$ cat src/verilog/qsq_pkg.sv
// qsq_pkg: constants for the queued serial transmit/receive buffer block.
// assumes word-indexed register addresses on a plain strobe port.
`default_nettype none
package qsq_pkg;
  // ----------------------------------------------------------------
  // widths
  // ----------------------------------------------------------------
  localparam int ADDR_W = 6;
  localparam int DATA_W = 32;
  localparam int FRAME_W = 9;
  localparam int PTR_W = 4;
  // ----------------------------------------------------------------
  // register map (word index on the address port)
  // ----------------------------------------------------------------
  localparam logic [5:0] A_QCTRL = 6'h00; // queue_control_reg
  localparam logic [5:0] A_QSTAT = 6'h01; // queue_status_reg
  localparam logic [5:0] A_CCTRL = 6'h02; // channel_control_reg1
  localparam logic [5:0] A_CSTAT = 6'h03; // channel_status_reg
  localparam logic [5:0] A_CDATA = 6'h04; // channel_data_reg
  localparam logic [1:0] A_TXSLOT = 2'h1; // addr[5:4] for tx_queue_slot 0..15
  localparam logic [1:0] A_RXSLOT = 2'h2; // addr[5:4] for rx_queue_slot 0..15
  // ----------------------------------------------------------------
  // queue_control_reg fields
  // ----------------------------------------------------------------
  localparam int QC_TXQEN = 0;
  localparam int QC_RXQEN = 1;
  localparam int QC_WRAP = 2;
  localparam int QC_TTIE = 3;
  localparam int QC_TBIE = 4;
  localparam int QC_RTIE = 5;
  localparam int QC_RBIE = 6;
  localparam int QC_TEST = 7;
  localparam int QC_SIZE = 8; // 4 bits
  // ----------------------------------------------------------------
  // queue_status_reg fields
  // ----------------------------------------------------------------
  localparam int QS_OVR = 0;
  localparam int QS_RTF = 1;
  localparam int QS_RBF = 2;
  localparam int QS_TTE = 3;
  localparam int QS_TBE = 4;
  localparam int QS_RPTR = 8; // 4 bits
  localparam int QS_PEND = 12; // 4 bits
  localparam int QS_TPTR = 16; // 4 bits
  // ----------------------------------------------------------------
  // channel_control_reg1 and channel_status_reg fields
  // ----------------------------------------------------------------
  localparam int CC_XON = 0;
  localparam int CC_RON = 1;
  localparam int CC_QIE = 2;
  localparam int CS_TXE = 0;
  localparam int CS_DONE = 1;
  localparam int CS_RXF = 2;
  localparam int CS_IDLE = 3;
  localparam int CS_OVR = 4;
  localparam int CS_NOISE = 5;
  localparam int CS_FRM = 6;
  localparam int CS_PAR = 7;
  // ----------------------------------------------------------------
  // reset values and special counts
  // ----------------------------------------------------------------
  localparam logic [3:0] PEND_DONE = 4'hF; // pending count meaning finished
  localparam logic [3:0] PTR_TOP_LAST = 4'h7; // last slot of the top half
  localparam logic [3:0] PTR_BOT_LAST = 4'hF; // last slot of the bottom half
  localparam logic [3:0] SIZE_RST = 4'h0; // size one frame
endpackage
`default_nettype wire

$ cat src/verilog/qsq_top.sv
// qsq_top: 16-frame transmit and receive queues for one serial channel.
// assumes the shifters, baud logic and framing sit outside on mclk.
//
// What this block does
// - tx_queue_en selects queued transmit mode
// - queue off: single buffer, slots are registers
// - wrap restarts at slot zero, self-clears
// - top-half-empty sets on slots 0..7 drained
// - bottom-half-empty sets on slots 8..15 drained
// - tx half-empty interrupts gated by own enables
// - 4-bit size field, rewritable during transmit
// - pending counter counts down, rolls to ones
// - tx pointer writable only in test mode
// - queued completion at pending ones, shifter idle
// - data register writes ignored in queued transmit
// - rx queue off: single buffer, slots are registers
// - errored frames skipped, queue blocked until cleared
// - rx half-full flags, read then write-zero clear
// - rx half-full interrupts gated by own enables
// - rx pointer marks next store location
// - full target half: queue overrun, disable queue
// - noisy frames stored; noise and idle clear
// - sixteen frames: both full, pointer zero
`timescale 1ns/1ns
`default_nettype none
module qsq_top (
  input wire logic mclk,
  input wire logic rst_b,
  input wire logic [qsq_pkg::ADDR_W-1:0] reg_addr,
  input wire logic [qsq_pkg::DATA_W-1:0] reg_wdata,
  input wire logic reg_wr,
  input wire logic reg_rd,
  output logic [qsq_pkg::DATA_W-1:0] reg_rdata_q,
  input wire logic tx_shifter_empty,
  output logic tx_load_q,
  output logic [qsq_pkg::FRAME_W-1:0] tx_frame_q,
  input wire logic rx_frame_strobe,
  input wire logic [qsq_pkg::FRAME_W-1:0] rx_frame,
  input wire logic rx_framing_err,
  input wire logic rx_parity_err,
  input wire logic rx_noise,
  input wire logic rx_idle_seen,
  output logic irq_q
);
  // ----------------------------------------------------------------
  // state
  // ----------------------------------------------------------------
  logic [8:0] tx_slot_q [16]; // tx_queue_slot storage
  logic [8:0] rx_slot_q [16]; // rx_queue_slot storage
  logic [15:0] qctrl_q; // queue control bits
  logic [2:0] cctrl_q; // xmit_on, rx_on, line_quiet_irq_en
  logic [3:0] frames_pending_q;
  logic [3:0] tx_queue_pointer_q;
  logic [3:0] rx_queue_pointer_q;
  logic [8:0] tx_dr_q; // transmit side of channel_data_reg
  logic [8:0] rx_dr_q; // receive side of channel_data_reg
  logic tx_data_empty_q;
  logic rx_data_full_q;
  logic [4:0] qflag_q; // overrun, rx full x2, tx empty x2
  logic [4:0] qarm_q; // armed by a status read with flag set
  logic [7:1] cflag_q; // channel flags beyond tx_data_empty
  logic [7:1] carm_q;
  logic done_prev_q; // completion condition, one cycle late
  logic tx_active_q; // set in flight; pending all ones also means sixteen to go
  // ----------------------------------------------------------------
  // decode
  // ----------------------------------------------------------------
  logic wr_qctrl, wr_qstat, wr_cctrl, wr_cdata, wr_txs, wr_rxs;
  logic rd_qstat, rd_cstat, rd_cdata, rd_rxs;
  logic tx_queue_en, rx_queue_en, tx_wrap_en, test_mode, xmit_on, rx_on;
  logic [3:0] tx_queue_size;
  logic tx_move, tx_wrap, tx_start, tx_load_go, done_cond, done_set;
  logic rx_ready, rx_target_full, rx_move, rx_block;
  logic [4:0] qclr;
  logic [31:0] rdata_d;

  assign wr_qctrl = reg_wr && reg_addr == qsq_pkg::A_QCTRL;
  assign wr_qstat = reg_wr && reg_addr == qsq_pkg::A_QSTAT;
  assign wr_cctrl = reg_wr && reg_addr == qsq_pkg::A_CCTRL;
  assign wr_cdata = reg_wr && reg_addr == qsq_pkg::A_CDATA;
  assign wr_txs = reg_wr && reg_addr[5:4] == qsq_pkg::A_TXSLOT;
  assign wr_rxs = reg_wr && reg_addr[5:4] == qsq_pkg::A_RXSLOT;
  assign rd_qstat = reg_rd && reg_addr == qsq_pkg::A_QSTAT;
  assign rd_cstat = reg_rd && reg_addr == qsq_pkg::A_CSTAT;
  assign rd_cdata = reg_rd && reg_addr == qsq_pkg::A_CDATA;
  assign rd_rxs = reg_rd && reg_addr[5:4] == qsq_pkg::A_RXSLOT;

  assign tx_queue_en = qctrl_q[qsq_pkg::QC_TXQEN];
  assign rx_queue_en = qctrl_q[qsq_pkg::QC_RXQEN];
  assign tx_wrap_en = qctrl_q[qsq_pkg::QC_WRAP];
  assign test_mode = qctrl_q[qsq_pkg::QC_TEST];
  assign tx_queue_size = qctrl_q[qsq_pkg::QC_SIZE +: 4];
  assign xmit_on = cctrl_q[qsq_pkg::CC_XON];
  assign rx_on = cctrl_q[qsq_pkg::CC_RON];

  // ----------------------------------------------------------------
  // transmit sequencing
  // ----------------------------------------------------------------
  // queue starts when software raises tx_queue_en
  assign tx_start = wr_qctrl && reg_wdata[qsq_pkg::QC_TXQEN] && !tx_queue_en;
  // next slot moves into the data register while the set is in flight
  assign tx_move = tx_queue_en && xmit_on && tx_data_empty_q && !tx_start && tx_active_q;
  // last frame of the set with wrap armed restarts at slot zero
  assign tx_wrap = tx_move && frames_pending_q == 4'h0 && tx_wrap_en;
  // shifter takes the data register; hold off one cycle after a load
  assign tx_load_go = xmit_on && !tx_data_empty_q && tx_shifter_empty && !tx_load_q;
  // completion: queue drained (or single buffer empty) and shifter idle
  assign done_cond = tx_data_empty_q && tx_shifter_empty && !tx_load_q
                     && (!tx_queue_en || (!tx_active_q && frames_pending_q == qsq_pkg::PEND_DONE));
  // flag sets on the rising edge so a clear can stick
  assign done_set = done_cond && !done_prev_q;

  // ----------------------------------------------------------------
  // receive sequencing
  // ----------------------------------------------------------------
  // errored frame in the data register blocks the queue
  assign rx_ready = rx_queue_en && rx_on && rx_data_full_q
                    && !cflag_q[qsq_pkg::CS_FRM] && !cflag_q[qsq_pkg::CS_PAR];
  assign rx_target_full = rx_queue_pointer_q[3] ? qflag_q[qsq_pkg::QS_RBF]
                                                 : qflag_q[qsq_pkg::QS_RTF];
  assign rx_move = rx_ready && !rx_target_full;
  assign rx_block = rx_ready && rx_target_full;

  // ----------------------------------------------------------------
  // control registers
  // ----------------------------------------------------------------
  // wrap bit cleared by hardware unless software rewrites it together
  always_ff @(posedge mclk or negedge rst_b) begin
    if (!rst_b) begin
      qctrl_q <= {4'h0, qsq_pkg::SIZE_RST, 8'h00};
    end else begin
      if (tx_wrap) begin
        qctrl_q[qsq_pkg::QC_WRAP] <= 1'b0;
      end
      if (rx_block) begin
        qctrl_q[qsq_pkg::QC_RXQEN] <= 1'b0;
      end
      if (wr_qctrl) begin
        qctrl_q <= {4'h0, reg_wdata[11:0]};
      end
    end
  end

  // channel enables
  always_ff @(posedge mclk or negedge rst_b) begin
    if (!rst_b) begin
      cctrl_q <= 3'h0;
    end else if (wr_cctrl) begin
      cctrl_q <= reg_wdata[2:0];
    end
  end

  // ----------------------------------------------------------------
  // queue storage
  // ----------------------------------------------------------------
  // tx slots are plain registers to software in every mode
  always_ff @(posedge mclk) begin
    if (wr_txs) begin
      tx_slot_q[reg_addr[3:0]] <= reg_wdata[8:0];
    end
  end

  // rx slots: a hardware store wins over a software write
  always_ff @(posedge mclk) begin
    if (rx_move) begin
      rx_slot_q[rx_queue_pointer_q] <= rx_dr_q;
    end else if (wr_rxs) begin
      rx_slot_q[reg_addr[3:0]] <= reg_wdata[8:0];
    end
  end

  // ----------------------------------------------------------------
  // pending count and pointers
  // ----------------------------------------------------------------
  // test-mode writes go through the queue status register
  always_ff @(posedge mclk or negedge rst_b) begin
    if (!rst_b) begin
      frames_pending_q <= qsq_pkg::PEND_DONE;
      tx_queue_pointer_q <= 4'h0;
    end else if (tx_start) begin
      frames_pending_q <= reg_wdata[qsq_pkg::QC_SIZE +: 4];
      tx_queue_pointer_q <= 4'h0;
    end else if (tx_wrap) begin
      frames_pending_q <= tx_queue_size;
      tx_queue_pointer_q <= 4'h0;
    end else if (tx_move) begin
      frames_pending_q <= frames_pending_q - 4'h1;
      tx_queue_pointer_q <= tx_queue_pointer_q + 4'h1;
    end else if (wr_qstat && test_mode) begin
      frames_pending_q <= reg_wdata[qsq_pkg::QS_PEND +: 4];
      tx_queue_pointer_q <= reg_wdata[qsq_pkg::QS_TPTR +: 4];
    end
  end

  // set in flight from start or wrap until its last frame leaves
  always_ff @(posedge mclk or negedge rst_b) begin
    if (!rst_b) begin
      tx_active_q <= 1'b0;
    end else if (tx_start || tx_wrap) begin
      tx_active_q <= 1'b1;
    end else if (!tx_queue_en || (tx_move && frames_pending_q == 4'h0)) begin
      tx_active_q <= 1'b0;
    end
  end

  // rx pointer wraps naturally after slot fifteen
  always_ff @(posedge mclk or negedge rst_b) begin
    if (!rst_b) begin
      rx_queue_pointer_q <= 4'h0;
    end else if (rx_move) begin
      rx_queue_pointer_q <= rx_queue_pointer_q + 4'h1;
    end else if (wr_qstat && test_mode) begin
      rx_queue_pointer_q <= reg_wdata[qsq_pkg::QS_RPTR +: 4];
    end
  end

  // ----------------------------------------------------------------
  // transmit data register and shifter hand-off
  // ----------------------------------------------------------------
  // software writes only reach it with the queue off
  always_ff @(posedge mclk or negedge rst_b) begin
    if (!rst_b) begin
      tx_dr_q <= 9'h000;
      tx_data_empty_q <= 1'b1;
    end else if (tx_move) begin
      tx_dr_q <= tx_slot_q[tx_queue_pointer_q];
      tx_data_empty_q <= 1'b0;
    end else if (wr_cdata && !tx_queue_en) begin
      tx_dr_q <= reg_wdata[8:0];
      tx_data_empty_q <= 1'b0;
    end else if (tx_load_go) begin
      tx_data_empty_q <= 1'b1;
    end
  end

  // one-cycle load pulse toward the shifter
  always_ff @(posedge mclk or negedge rst_b) begin
    if (!rst_b) begin
      tx_load_q <= 1'b0;
      tx_frame_q <= 9'h000;
      done_prev_q <= 1'b1;
    end else begin
      tx_load_q <= tx_load_go;
      done_prev_q <= done_cond;
      if (tx_load_go) begin
        tx_frame_q <= tx_dr_q;
      end
    end
  end

  // ----------------------------------------------------------------
  // receive data register
  // ----------------------------------------------------------------
  // a frame arriving while full is dropped and flags overrun
  always_ff @(posedge mclk or negedge rst_b) begin
    if (!rst_b) begin
      rx_dr_q <= 9'h000;
      rx_data_full_q <= 1'b0;
    end else if (rx_frame_strobe && !rx_data_full_q) begin
      rx_dr_q <= rx_frame;
      rx_data_full_q <= 1'b1;
    end else if (rx_move || rd_cdata) begin
      rx_data_full_q <= 1'b0;
    end
  end

  // ----------------------------------------------------------------
  // queue status flags: read with flag set, then write zero
  // ----------------------------------------------------------------
  assign qclr = qarm_q & ~reg_wdata[4:0] & {5{wr_qstat}};

  // arming follows each status read; any status write disarms
  always_ff @(posedge mclk or negedge rst_b) begin
    if (!rst_b) begin
      qarm_q <= 5'h00;
    end else if (rd_qstat) begin
      qarm_q <= qflag_q;
    end else if (wr_qstat) begin
      qarm_q <= 5'h00;
    end
  end

  // set terms come last so an event in the clearing cycle survives
  always_ff @(posedge mclk or negedge rst_b) begin
    if (!rst_b) begin
      qflag_q <= 5'h00;
    end else begin
      qflag_q <= qflag_q & ~qclr;
      if (rx_block) begin
        qflag_q[qsq_pkg::QS_OVR] <= 1'b1;
      end
      if (rx_move && rx_queue_pointer_q == qsq_pkg::PTR_TOP_LAST) begin
        qflag_q[qsq_pkg::QS_RTF] <= 1'b1;
      end
      if (rx_move && rx_queue_pointer_q == qsq_pkg::PTR_BOT_LAST) begin
        qflag_q[qsq_pkg::QS_RBF] <= 1'b1;
      end
      if ((tx_move && tx_queue_pointer_q == qsq_pkg::PTR_TOP_LAST) || (done_set && tx_queue_en)) begin
        qflag_q[qsq_pkg::QS_TTE] <= 1'b1;
      end
      if ((tx_move && tx_queue_pointer_q == qsq_pkg::PTR_BOT_LAST) || (done_set && tx_queue_en)) begin
        qflag_q[qsq_pkg::QS_TBE] <= 1'b1;
      end
    end
  end

  // ----------------------------------------------------------------
  // channel status flags
  // ----------------------------------------------------------------
  always_ff @(posedge mclk or negedge rst_b) begin
    if (!rst_b) begin
      carm_q <= 7'h00;
    end else if (rd_cstat) begin
      carm_q <= cflag_q;
    end
  end

  // completion clears on a tx slot or data write; rx errors on data read;
  // noise and idle on a data or rx queue slot read
  always_ff @(posedge mclk or negedge rst_b) begin
    if (!rst_b) begin
      cflag_q <= 7'h00;
    end else begin
      if (carm_q[qsq_pkg::CS_DONE] && (wr_txs || wr_cdata)) begin
        cflag_q[qsq_pkg::CS_DONE] <= 1'b0;
      end
      if (rd_cdata) begin
        cflag_q[qsq_pkg::CS_OVR] <= cflag_q[qsq_pkg::CS_OVR] & ~carm_q[qsq_pkg::CS_OVR];
        cflag_q[qsq_pkg::CS_FRM] <= cflag_q[qsq_pkg::CS_FRM] & ~carm_q[qsq_pkg::CS_FRM];
        cflag_q[qsq_pkg::CS_PAR] <= cflag_q[qsq_pkg::CS_PAR] & ~carm_q[qsq_pkg::CS_PAR];
      end
      if (rd_cdata || rd_rxs) begin
        cflag_q[qsq_pkg::CS_IDLE] <= cflag_q[qsq_pkg::CS_IDLE] & ~carm_q[qsq_pkg::CS_IDLE];
        cflag_q[qsq_pkg::CS_NOISE] <= cflag_q[qsq_pkg::CS_NOISE] & ~carm_q[qsq_pkg::CS_NOISE];
      end
      cflag_q[qsq_pkg::CS_RXF] <= rx_data_full_q;
      if (done_set) begin
        cflag_q[qsq_pkg::CS_DONE] <= 1'b1;
      end
      if (rx_idle_seen) begin
        cflag_q[qsq_pkg::CS_IDLE] <= 1'b1;
      end
      if (rx_frame_strobe && rx_data_full_q) begin
        cflag_q[qsq_pkg::CS_OVR] <= 1'b1;
      end
      if (rx_frame_strobe && !rx_data_full_q) begin
        if (rx_noise) begin
          cflag_q[qsq_pkg::CS_NOISE] <= 1'b1;
        end
        if (rx_framing_err) begin
          cflag_q[qsq_pkg::CS_FRM] <= 1'b1;
        end
        if (rx_parity_err) begin
          cflag_q[qsq_pkg::CS_PAR] <= 1'b1;
        end
      end
    end
  end

  // ----------------------------------------------------------------
  // interrupt and read data
  // ----------------------------------------------------------------
  // each half flag reaches the line only through its own enable
  always_ff @(posedge mclk or negedge rst_b) begin
    if (!rst_b) begin
      irq_q <= 1'b0;
    end else begin
      irq_q <= (qflag_q[qsq_pkg::QS_TTE] && qctrl_q[qsq_pkg::QC_TTIE])
            || (qflag_q[qsq_pkg::QS_TBE] && qctrl_q[qsq_pkg::QC_TBIE])
            || (qflag_q[qsq_pkg::QS_RTF] && qctrl_q[qsq_pkg::QC_RTIE])
            || (qflag_q[qsq_pkg::QS_RBF] && qctrl_q[qsq_pkg::QC_RBIE])
            || (cflag_q[qsq_pkg::CS_IDLE] && cctrl_q[qsq_pkg::CC_QIE]);
    end
  end

  // unmapped words read as zero
  always_comb begin
    rdata_d = 32'h0000_0000;
    if (reg_addr == qsq_pkg::A_QCTRL) begin
      rdata_d[15:0] = qctrl_q;
    end else if (reg_addr == qsq_pkg::A_QSTAT) begin
      rdata_d[4:0] = qflag_q;
      rdata_d[qsq_pkg::QS_RPTR +: 4] = rx_queue_pointer_q;
      rdata_d[qsq_pkg::QS_PEND +: 4] = frames_pending_q;
      rdata_d[qsq_pkg::QS_TPTR +: 4] = tx_queue_pointer_q;
    end else if (reg_addr == qsq_pkg::A_CCTRL) begin
      rdata_d[2:0] = cctrl_q;
    end else if (reg_addr == qsq_pkg::A_CSTAT) begin
      rdata_d[7:0] = {cflag_q, tx_data_empty_q};
    end else if (reg_addr == qsq_pkg::A_CDATA) begin
      rdata_d[8:0] = rx_dr_q;
    end else if (reg_addr[5:4] == qsq_pkg::A_TXSLOT) begin
      rdata_d[8:0] = tx_slot_q[reg_addr[3:0]];
    end else if (reg_addr[5:4] == qsq_pkg::A_RXSLOT) begin
      rdata_d[8:0] = rx_slot_q[reg_addr[3:0]];
    end
  end

  // read data valid only in the cycle after the strobe
  always_ff @(posedge mclk or negedge rst_b) begin
    if (!rst_b) begin
      reg_rdata_q <= 32'h0000_0000;
    end else begin
      reg_rdata_q <= reg_rd ? rdata_d : 32'h0000_0000;
    end
  end
endmodule // qsq_top
`default_nettype wire

$ cat config.mk
export PLATFORM = sky130hd
export DESIGN_NAME = qsq_top
export DESIGN_NICKNAME = d
export VERILOG_FILES = /design/src/verilog/qsq_pkg.sv /design/src/verilog/qsq_top.sv
export SDC_FILE = /design/constraint.sdc
export NUM_CORES = 1
export LEC_CHECK = 0
export ABC_CLOCK_PERIOD_IN_PS = 2500
export BUFFER_PORTS_ARGS = -buffer_cell sky130_fd_sc_hd__buf_2
export CAP_MARGIN = 20
export CELL_PAD_IN_SITES_DETAIL_PLACEMENT = 1
export CELL_PAD_IN_SITES_GLOBAL_PLACEMENT = 1
export CORE_ASPECT_RATIO = 0.75
export CORE_UTILIZATION = 35
export CTS_BUF_LIST = sky130_fd_sc_hd__clkbuf_4 sky130_fd_sc_hd__clkbuf_8
export CTS_CLUSTER_DIAMETER = 150
export DETAILED_ROUTE_END_ITERATION = 8
export PLACE_DENSITY = 0.68
export SKIP_LAST_GASP = 1
export SYNTH_ARGS = -nofsm -noshare
export SYNTH_HDL_FRONTEND = slang
export SYNTH_SLANG_ARGS = --single-unit
export TNS_END_PERCENT = 20
$ cat constraint.sdc
create_clock -name mclk -period 2.5 [get_ports mclk]
set_input_delay 0.375 -clock mclk [delete_from_list [all_inputs] [get_ports mclk]]
set_output_delay 0.375 -clock mclk [all_outputs]
set_load 0.05 [all_outputs]
==> results of run 1 <==
## routing by layer
layer / global-route usage [%] / up-vias
met3: 4.504 / 85
li1: - / 4677
met2: 29.87 / 415
met4: 5.403 / 0
met5: 0 / -
met1: 28.82 / 5893
## cells by family (layout without fill, tap and decap cells)
kind of cell               count (synthesis)  after routing  share of synthesized area [%]
buffers and inverters                     90            336                          2.713
and+or+nand+nor                          206            206                          6.001
adders and majority gates                  5              5                         0.3589
DFF                                      391            391                          64.45
other                                      1             13                        0.02151
muxes                                    195            195                          19.07
AOI/OAI and AO/OA                        180            180                          7.236
xor gates and xnor gates                   3              3                         0.1508
## worst max-delay path, cell delays in order (launching register included)
cell and delay, ns:
dfrtp_1 0.37, nand4b_1 0.38, o31ai_2 0.37, buf_4 0.20, nand2_1 0.07, a21oi_1 0.87
## sequential cells by signal, summed over array words and instances (netlist names)
| signal | cells |
|---|---|
| carm_q | 6 |
| tx_active_q | 1 |
| rx_data_full_q | 1 |
| cctrl_q | 3 |
| done_prev_q | 1 |
| tx_frame_q | 9 |
| qarm_q | 5 |
| qctrl_q | 12 |
| rx_dr_q | 9 |
| tx_load_q | 1 |
| tx_queue_pointer_q | 4 |
| irq_q | 1 |
| cflag_q | 7 |
| tx_slot_q | 144 |
| reg_rdata_q | 20 |
| frames_pending_q | 4 |
| tx_data_empty_q | 1 |
| rx_queue_pointer_q | 4 |
| rx_slot_q | 144 |
| qflag_q | 5 |
| tx_dr_q | 9 |
## power breakdown
group / leakage [nW] / switching, mW / total (mW) / internal, mW
logic: 3.01 / 1.46 / 2.33 / 0.866
clock network: 0.586 / 2.61 / 5.10 / 2.49
registers: 3.82 / 0.338 / 8.00 / 7.66
total: 7.42 / 4.41 / 15.4 / 11.0
## stage by stage
| step | setup slack (ns) | hold slack (ns) | instances |
|---|---|---|---|
| after floorplan | 0.1355 | 0.07941 | 1082 |
| after global routing | -0.2539 | 0.03047 | 1977 |
| after detailed placement | -0.1869 | 0.4057 | 1850 |
| final | -0.1678 | 0.05044 | 1977 |
| after global placement | -0.07029 | 0.4069 | 1850 |
| after CTS | -0.1694 | 0.007980 | 1976 |
## repair_timing
action | 4_1_cts | 5_1_grt
pin swaps | 0 | 0
cloned | 0 | 0
setup buffers | 0 | 0
resized for setup | 1 | 3
hold buffers | 17 | 0
endpoints found under the setup margin | 45 | 66
endpoints found under the hold margin | 53 | 0
## Yosys cell counts (all sizes together), types with 4 or more instances
| master | n |
|---|---|
| nand3 | 18 |
| mux4 | 102 |
| o22ai | 8 |
| buf | 46 |
| a31oi | 13 |
| a222oi | 4 |
| nand4 | 6 |
| mux2 | 62 |
| nor3 | 8 |
| nor2 | 55 |
| dfstp | 6 |
| and3 | 6 |
| o211ai | 13 |
| inv | 10 |
| and2 | 11 |
| a211oi | 11 |
| ha | 5 |
| nand2 | 62 |
| o21ai | 40 |
| a21oi | 23 |
| a21o | 4 |
| dfrtp | 97 |
| nand2b | 13 |
| a22oi | 25 |
| mux2i | 31 |
| nor2b | 12 |
| clkbuf | 34 |
| edfxtp | 288 |
| a22o | 15 |
## layout make-up
type                            instances  area share, %
Antenna cell                            1        0.01216
Clock buffer                           76          4.596
Sequential cell                       391          54.59
Clock inverter                         33         0.7964
Multi-Input combinational cell        601          28.14
Tap cell                              648          3.939
Inverter                               10         0.1824
Timing Repair Buffer                  217          7.751
## worst max path at each step
stage                             endpoint
after detailed placement  rx_slot_q[14][3]
after global routing      rx_slot_q[13][5]
final                     rx_slot_q[13][2]
after floorplan           rx_slot_q[13][0]
after global placement    rx_slot_q[12][2]
after CTS                 rx_slot_q[10][4]
==> results.cfg, run 1 <==
[clock_network]
clk_pin_slew_worst_paths_ns = 0.06
worstSkewPairLatency_ns = 0.65
cts.sinks = 391
cts_root_buf = clkbuf_8
cts_tree = yes
h-tree-depth = 2
clk_path_buf_depth = 3
cts_buffers = 58

[timing]
layout_setup_ws_ns = -0.1678
rsz0062_at_grt = true
setup_viol = 50
fin_crit_ns = 2.668
finalMaxSlewViolations = 0
fmax_mhz = 374.8
fin_crit_sh_pct = 106.7
finalSetupTns_ns = -3.343
relSlewSlack_pct = 26.19
clock-skew-final_ns = 0.02434
tightest_slew_ns = 1.107
hold_violations = 0

[global_route]
grt.overflow.total = 0
track_usage_pct = 19.86
grt_pass1_vias = 11705
grt_max_degree = 53
grt_first_pass_wirelength_um = 74440
antenna_found_initial = 4

[run_status]
violations = negative setup slack
outcome = complete, but fails checks

[floorplan]
dieHeight_um = 195.3
rows = 70
start_util_pct = 35.60
dieArea_mm2 = 0.05071
core_mm2 = 0.04896
die_x_um = 259.7
io_pins = 100

[flow_run]
max-cap-violations = 0

[worst_hold_path]
min_to = qctrl_q[11]
hold_path.class = input pin to flip-flop
holdCritStartpoint = reg_wdata[11]
holdPathStages = 2

[placed_design]
port_buffers = 75
placed_cell_area_mm2 = 0.01928
hpwl_um = 34740
gp_congestion = 0.8465

[yosys]
synth.top_cells.by_area = edfxtp_1 (50%), dfrtp_1 (14%), mux4_2 (13%), mux2_2 (3.7%), mux2i_1 (1.8%)
synth_area_mm2 = 0.01743
syn-instance-count = 1071
yosysWarnings = 0
ys_seq_elements = 391
synth_ff_type = edfxtp_1
synth.top_cell.area_share_pct = 49.62
ys_async_sr_fraction_pct = 26.34
yosysTopAreaCell = edfxtp_1
synth_edf_count = 288
synth.distinct_cells = 69
synth_area_per_cell_um2 = 16.27
ys_seq_area_share_pct = 64.45

[setup_path]
r2r-start = cflag_q[7]
cp_max_fo = 9
critPathLaunch = cflag_q[7]
worstSetupPathType = flip-flop to flip-flop
start_kind = flip-flop
reg2reg_to = rx_slot_q[13][2]
crit_arrival_ns = 2.92
end_kind = flip-flop
cp_data_required_time_ns = 2.75
r2r_slack_ns = -0.17
ff2ff_path_depth = 5

[layout]
layout.area.seq_mm2 = 0.01123
drive_gt1_share_pct = 35.84
nets = 1341
postLayoutCellArea_mm2 = 0.02058
multi_input_area_mm2 = 0.005791
n_fill_cell = 4913
final_cell_mix = edfxtp_1 (288), buf_4 (119), mux4_2 (102)
final_util_pct = 42.04
final_common_cell = edfxtp_1
area_growth_pct = 18.07

[drt]
drc = 0
wl_met2_um = 22610
routed_wl_um = 49940
drtIter0Drc = 1072
wl_per_cell_um = 25.26
wl_met3_um = 3892
num_vias = 11070
top_layer = met4
drt.antenna.violating_nets = 0
wl_met1_um = 22330
dr.pass1.iters = 5
routed_via_density = 5.599

[power]
max-vdd-ir-drop_v = 0.0004836
p_total_mw = 15.43
power_leakage_nw = 7.417
powerDensity_mw_per_mm2 = 749.6
Note: power is estimated with default switching activity, not from simulation.
==> inputs of run 2 (changes only) <==
--- a/config.mk
+++ b/config.mk
@@ -11,11 +11,10 @@
 export CELL_PAD_IN_SITES_DETAIL_PLACEMENT = 1
 export CELL_PAD_IN_SITES_GLOBAL_PLACEMENT = 1
 export CORE_ASPECT_RATIO = 0.75
-export CORE_UTILIZATION = 35
-export CTS_BUF_LIST = sky130_fd_sc_hd__clkbuf_4 sky130_fd_sc_hd__clkbuf_8
+export CORE_UTILIZATION = 47
 export CTS_CLUSTER_DIAMETER = 150
 export DETAILED_ROUTE_END_ITERATION = 8
-export PLACE_DENSITY = 0.68
+export PLACE_DENSITY = 0.85
 export SKIP_LAST_GASP = 1
 export SYNTH_ARGS = -nofsm -noshare
 export SYNTH_HDL_FRONTEND = slang
==> run 2 against run 1 <==
  * The run still ends with negative setup slack left
  * Cell count is 11% lower
  * Global-route usage is 7.7 points higher
  * Fmax is 2.0% higher
  * Critical endpoint is now rx_slot_q[5][6]
  * Highest routed layer is now met5
==> results.cfg, run 2 (synthesis results as in run 1) <==
[run_status]
outcome = complete, but fails checks
violations = negative setup slack

[drt]
num_vias = 11135
wl_per_cell_um = 28.92
drc = 0
drt.antenna.violating_nets = 0
drtIter0Drc = 1171
routed_via_density = 6.320
routed_wl_um = 50960
dr.pass1.iters = 5

[clock_network]
cts.sinks = 391
worstSkewPairLatency_ns = 0.57
clk_pin_slew_worst_paths_ns = 0.06
cts_tree = yes
cts_root_buf = clkbuf_16
clk_path_buf_depth = 3
h-tree-depth = 2
cts_buffers = 40
cts_setup_buffers = 0

[timing]
relSlewSlack_pct = 30.53
fin_crit_ns = 2.616
fmax_mhz = 382.2
fin_crit_sh_pct = 104.6
setup_viol = 41
finalSetupTns_ns = -2.271
layout_setup_ws_ns = -0.1161
tightest_slew_ns = 1.038
rsz0062_at_grt = true
clock-skew-final_ns = 0.03041
hold_violations = 0
finalMaxSlewViolations = 0

[setup_path]
cp_max_fo = 11
end_kind = flip-flop
worstSetupPathType = flip-flop to flip-flop
crit_arrival_ns = 2.79
cp_data_required_time_ns = 2.67
start_kind = flip-flop

[global_route]
track_usage_pct = 27.51
grt.overflow.total = 0
antenna_found_initial = 2
grt_pass1_vias = 11839
grt_first_pass_wirelength_um = 76140
grt_max_degree = 43

[layout]
final_util_pct = 56.42
final_common_cell = edfxtp_1
drive_gt1_share_pct = 35.49
final_cell_mix = edfxtp_1 (288), mux4_2 (102), buf_4 (102)
n_fill_cell = 3407
nets = 1295
postLayoutCellArea_mm2 = 0.02042
area_growth_pct = 17.13

[floorplan]
io_pins = 100
rows = 60
die_x_um = 224.4
dieHeight_um = 168.8
dieArea_mm2 = 0.03787
start_util_pct = 48.17
core_mm2 = 0.03618

[placed_design]
placed_cell_area_mm2 = 0.01902
hpwl_um = 35520
gp_congestion = 0.9110
port_buffers = 75

[power]
p_total_mw = 16.35
powerDensity_mw_per_mm2 = 800.6
power_leakage_nw = 7.386
max-vdd-ir-drop_v = 0.0004874

[flow_run]
max-cap-violations = 0

[worst_hold_path]
hold_path.class = input pin to flip-flop
==> run 2: cell types whose count changed in the layout (fill, tap and decap cells not counted), moves of 2 or more <==
cell	before	now
nor2_2	0	3
clkinv_2	6	13
clkbuf_1	0	3
buf_12	8	12
clkbuf_4	16	0
clkinv_8	1	3
clkinv_1	24	3
nor2_1	53	50
dlygate4sd3_1	17	1
buf_4	119	102
clkbuf_16	0	43
clkbuf_8	60	4
==> run 2: stage by stage <==
stage / setup slack [ns] / instances / hold slack (ns)
4_1_cts: -0.1915 / 1756 / 0.02087
6_report: -0.1161 / 1762 / 0.03665
5_1_grt: -0.1961 / 1761 / 0.02508
2_1_floorplan: 0.1355 / 1082 / 0.07941
3_5_place_dp: -0.1793 / 1681 / 0.4165
3_3_place_gp: -0.005196 / 1681 / 0.4084
==> run 2: final timing paths <==
check / from / slack, ns / depth (start not counted) / endpoint
worst max-delay path: cflag_q[7] / -0.12 / 5 / rx_slot_q[5][6]
worst min-delay path: rx_frame[5] / 0.04 / 2 / rx_dr_q[5]
worst max register to register: cflag_q[7] / -0.12 / 5 / rx_slot_q[5][6]
worst min register to register: qarm_q[3] / 0.50 / 1 / qarm_q[3]
max in group asynchronous: rst_b / 1.49 / 3 / done_prev_q
min in group asynchronous: rst_b / 0.37 / 2 / reg_rdata_q[15]
==> run 2: power breakdown <==
part	internal (mW)	switching [mW]
Sequential	7.67	0.349
Clock	3.39	2.62
Combinational	0.827	1.50
==> run 2: cell type report <==
cell class	instances	area (µm²)	area share [%]
Multi-Input combinational cell	601	5794	28.38
Sequential cell	391	11230	55.02
Antenna cell	1	2.502	0.01226
Inverter	10	37.54	0.1838
Timing Repair Buffer	189	1399	6.851
Clock inverter	24	186.4	0.9131
Clock buffer	50	1142	5.595
Tap cell	496	620.6	3.040
==> run 2: layer usage <==
metal	vias to the layer above	part of all wire (%)	global-route usage [%]
li1	4579	-	-
met1	5854	40	37.41
met2	565	48	44.14
met5	-	0.026	0
met4	2	3.3	9.169
met3	135	8.7	6.232
==> run 2: worst max-delay path: stages (launching register included) <==
cell	delay (ns)
dfrtp_1	0.37
nand4b_1	0.29
o31ai_2	0.28
buf_4	0.21
a31oi_1	0.22
nor2_1	0.85
==> run 2: repair_timing <==
item,CTS,global route
hold buffers,1,0
gates resized for setup,1,5
setup endpoints to repair,99,139
pin swaps,0,0
endpoints found under the hold margin,35,0
cloned,0,0
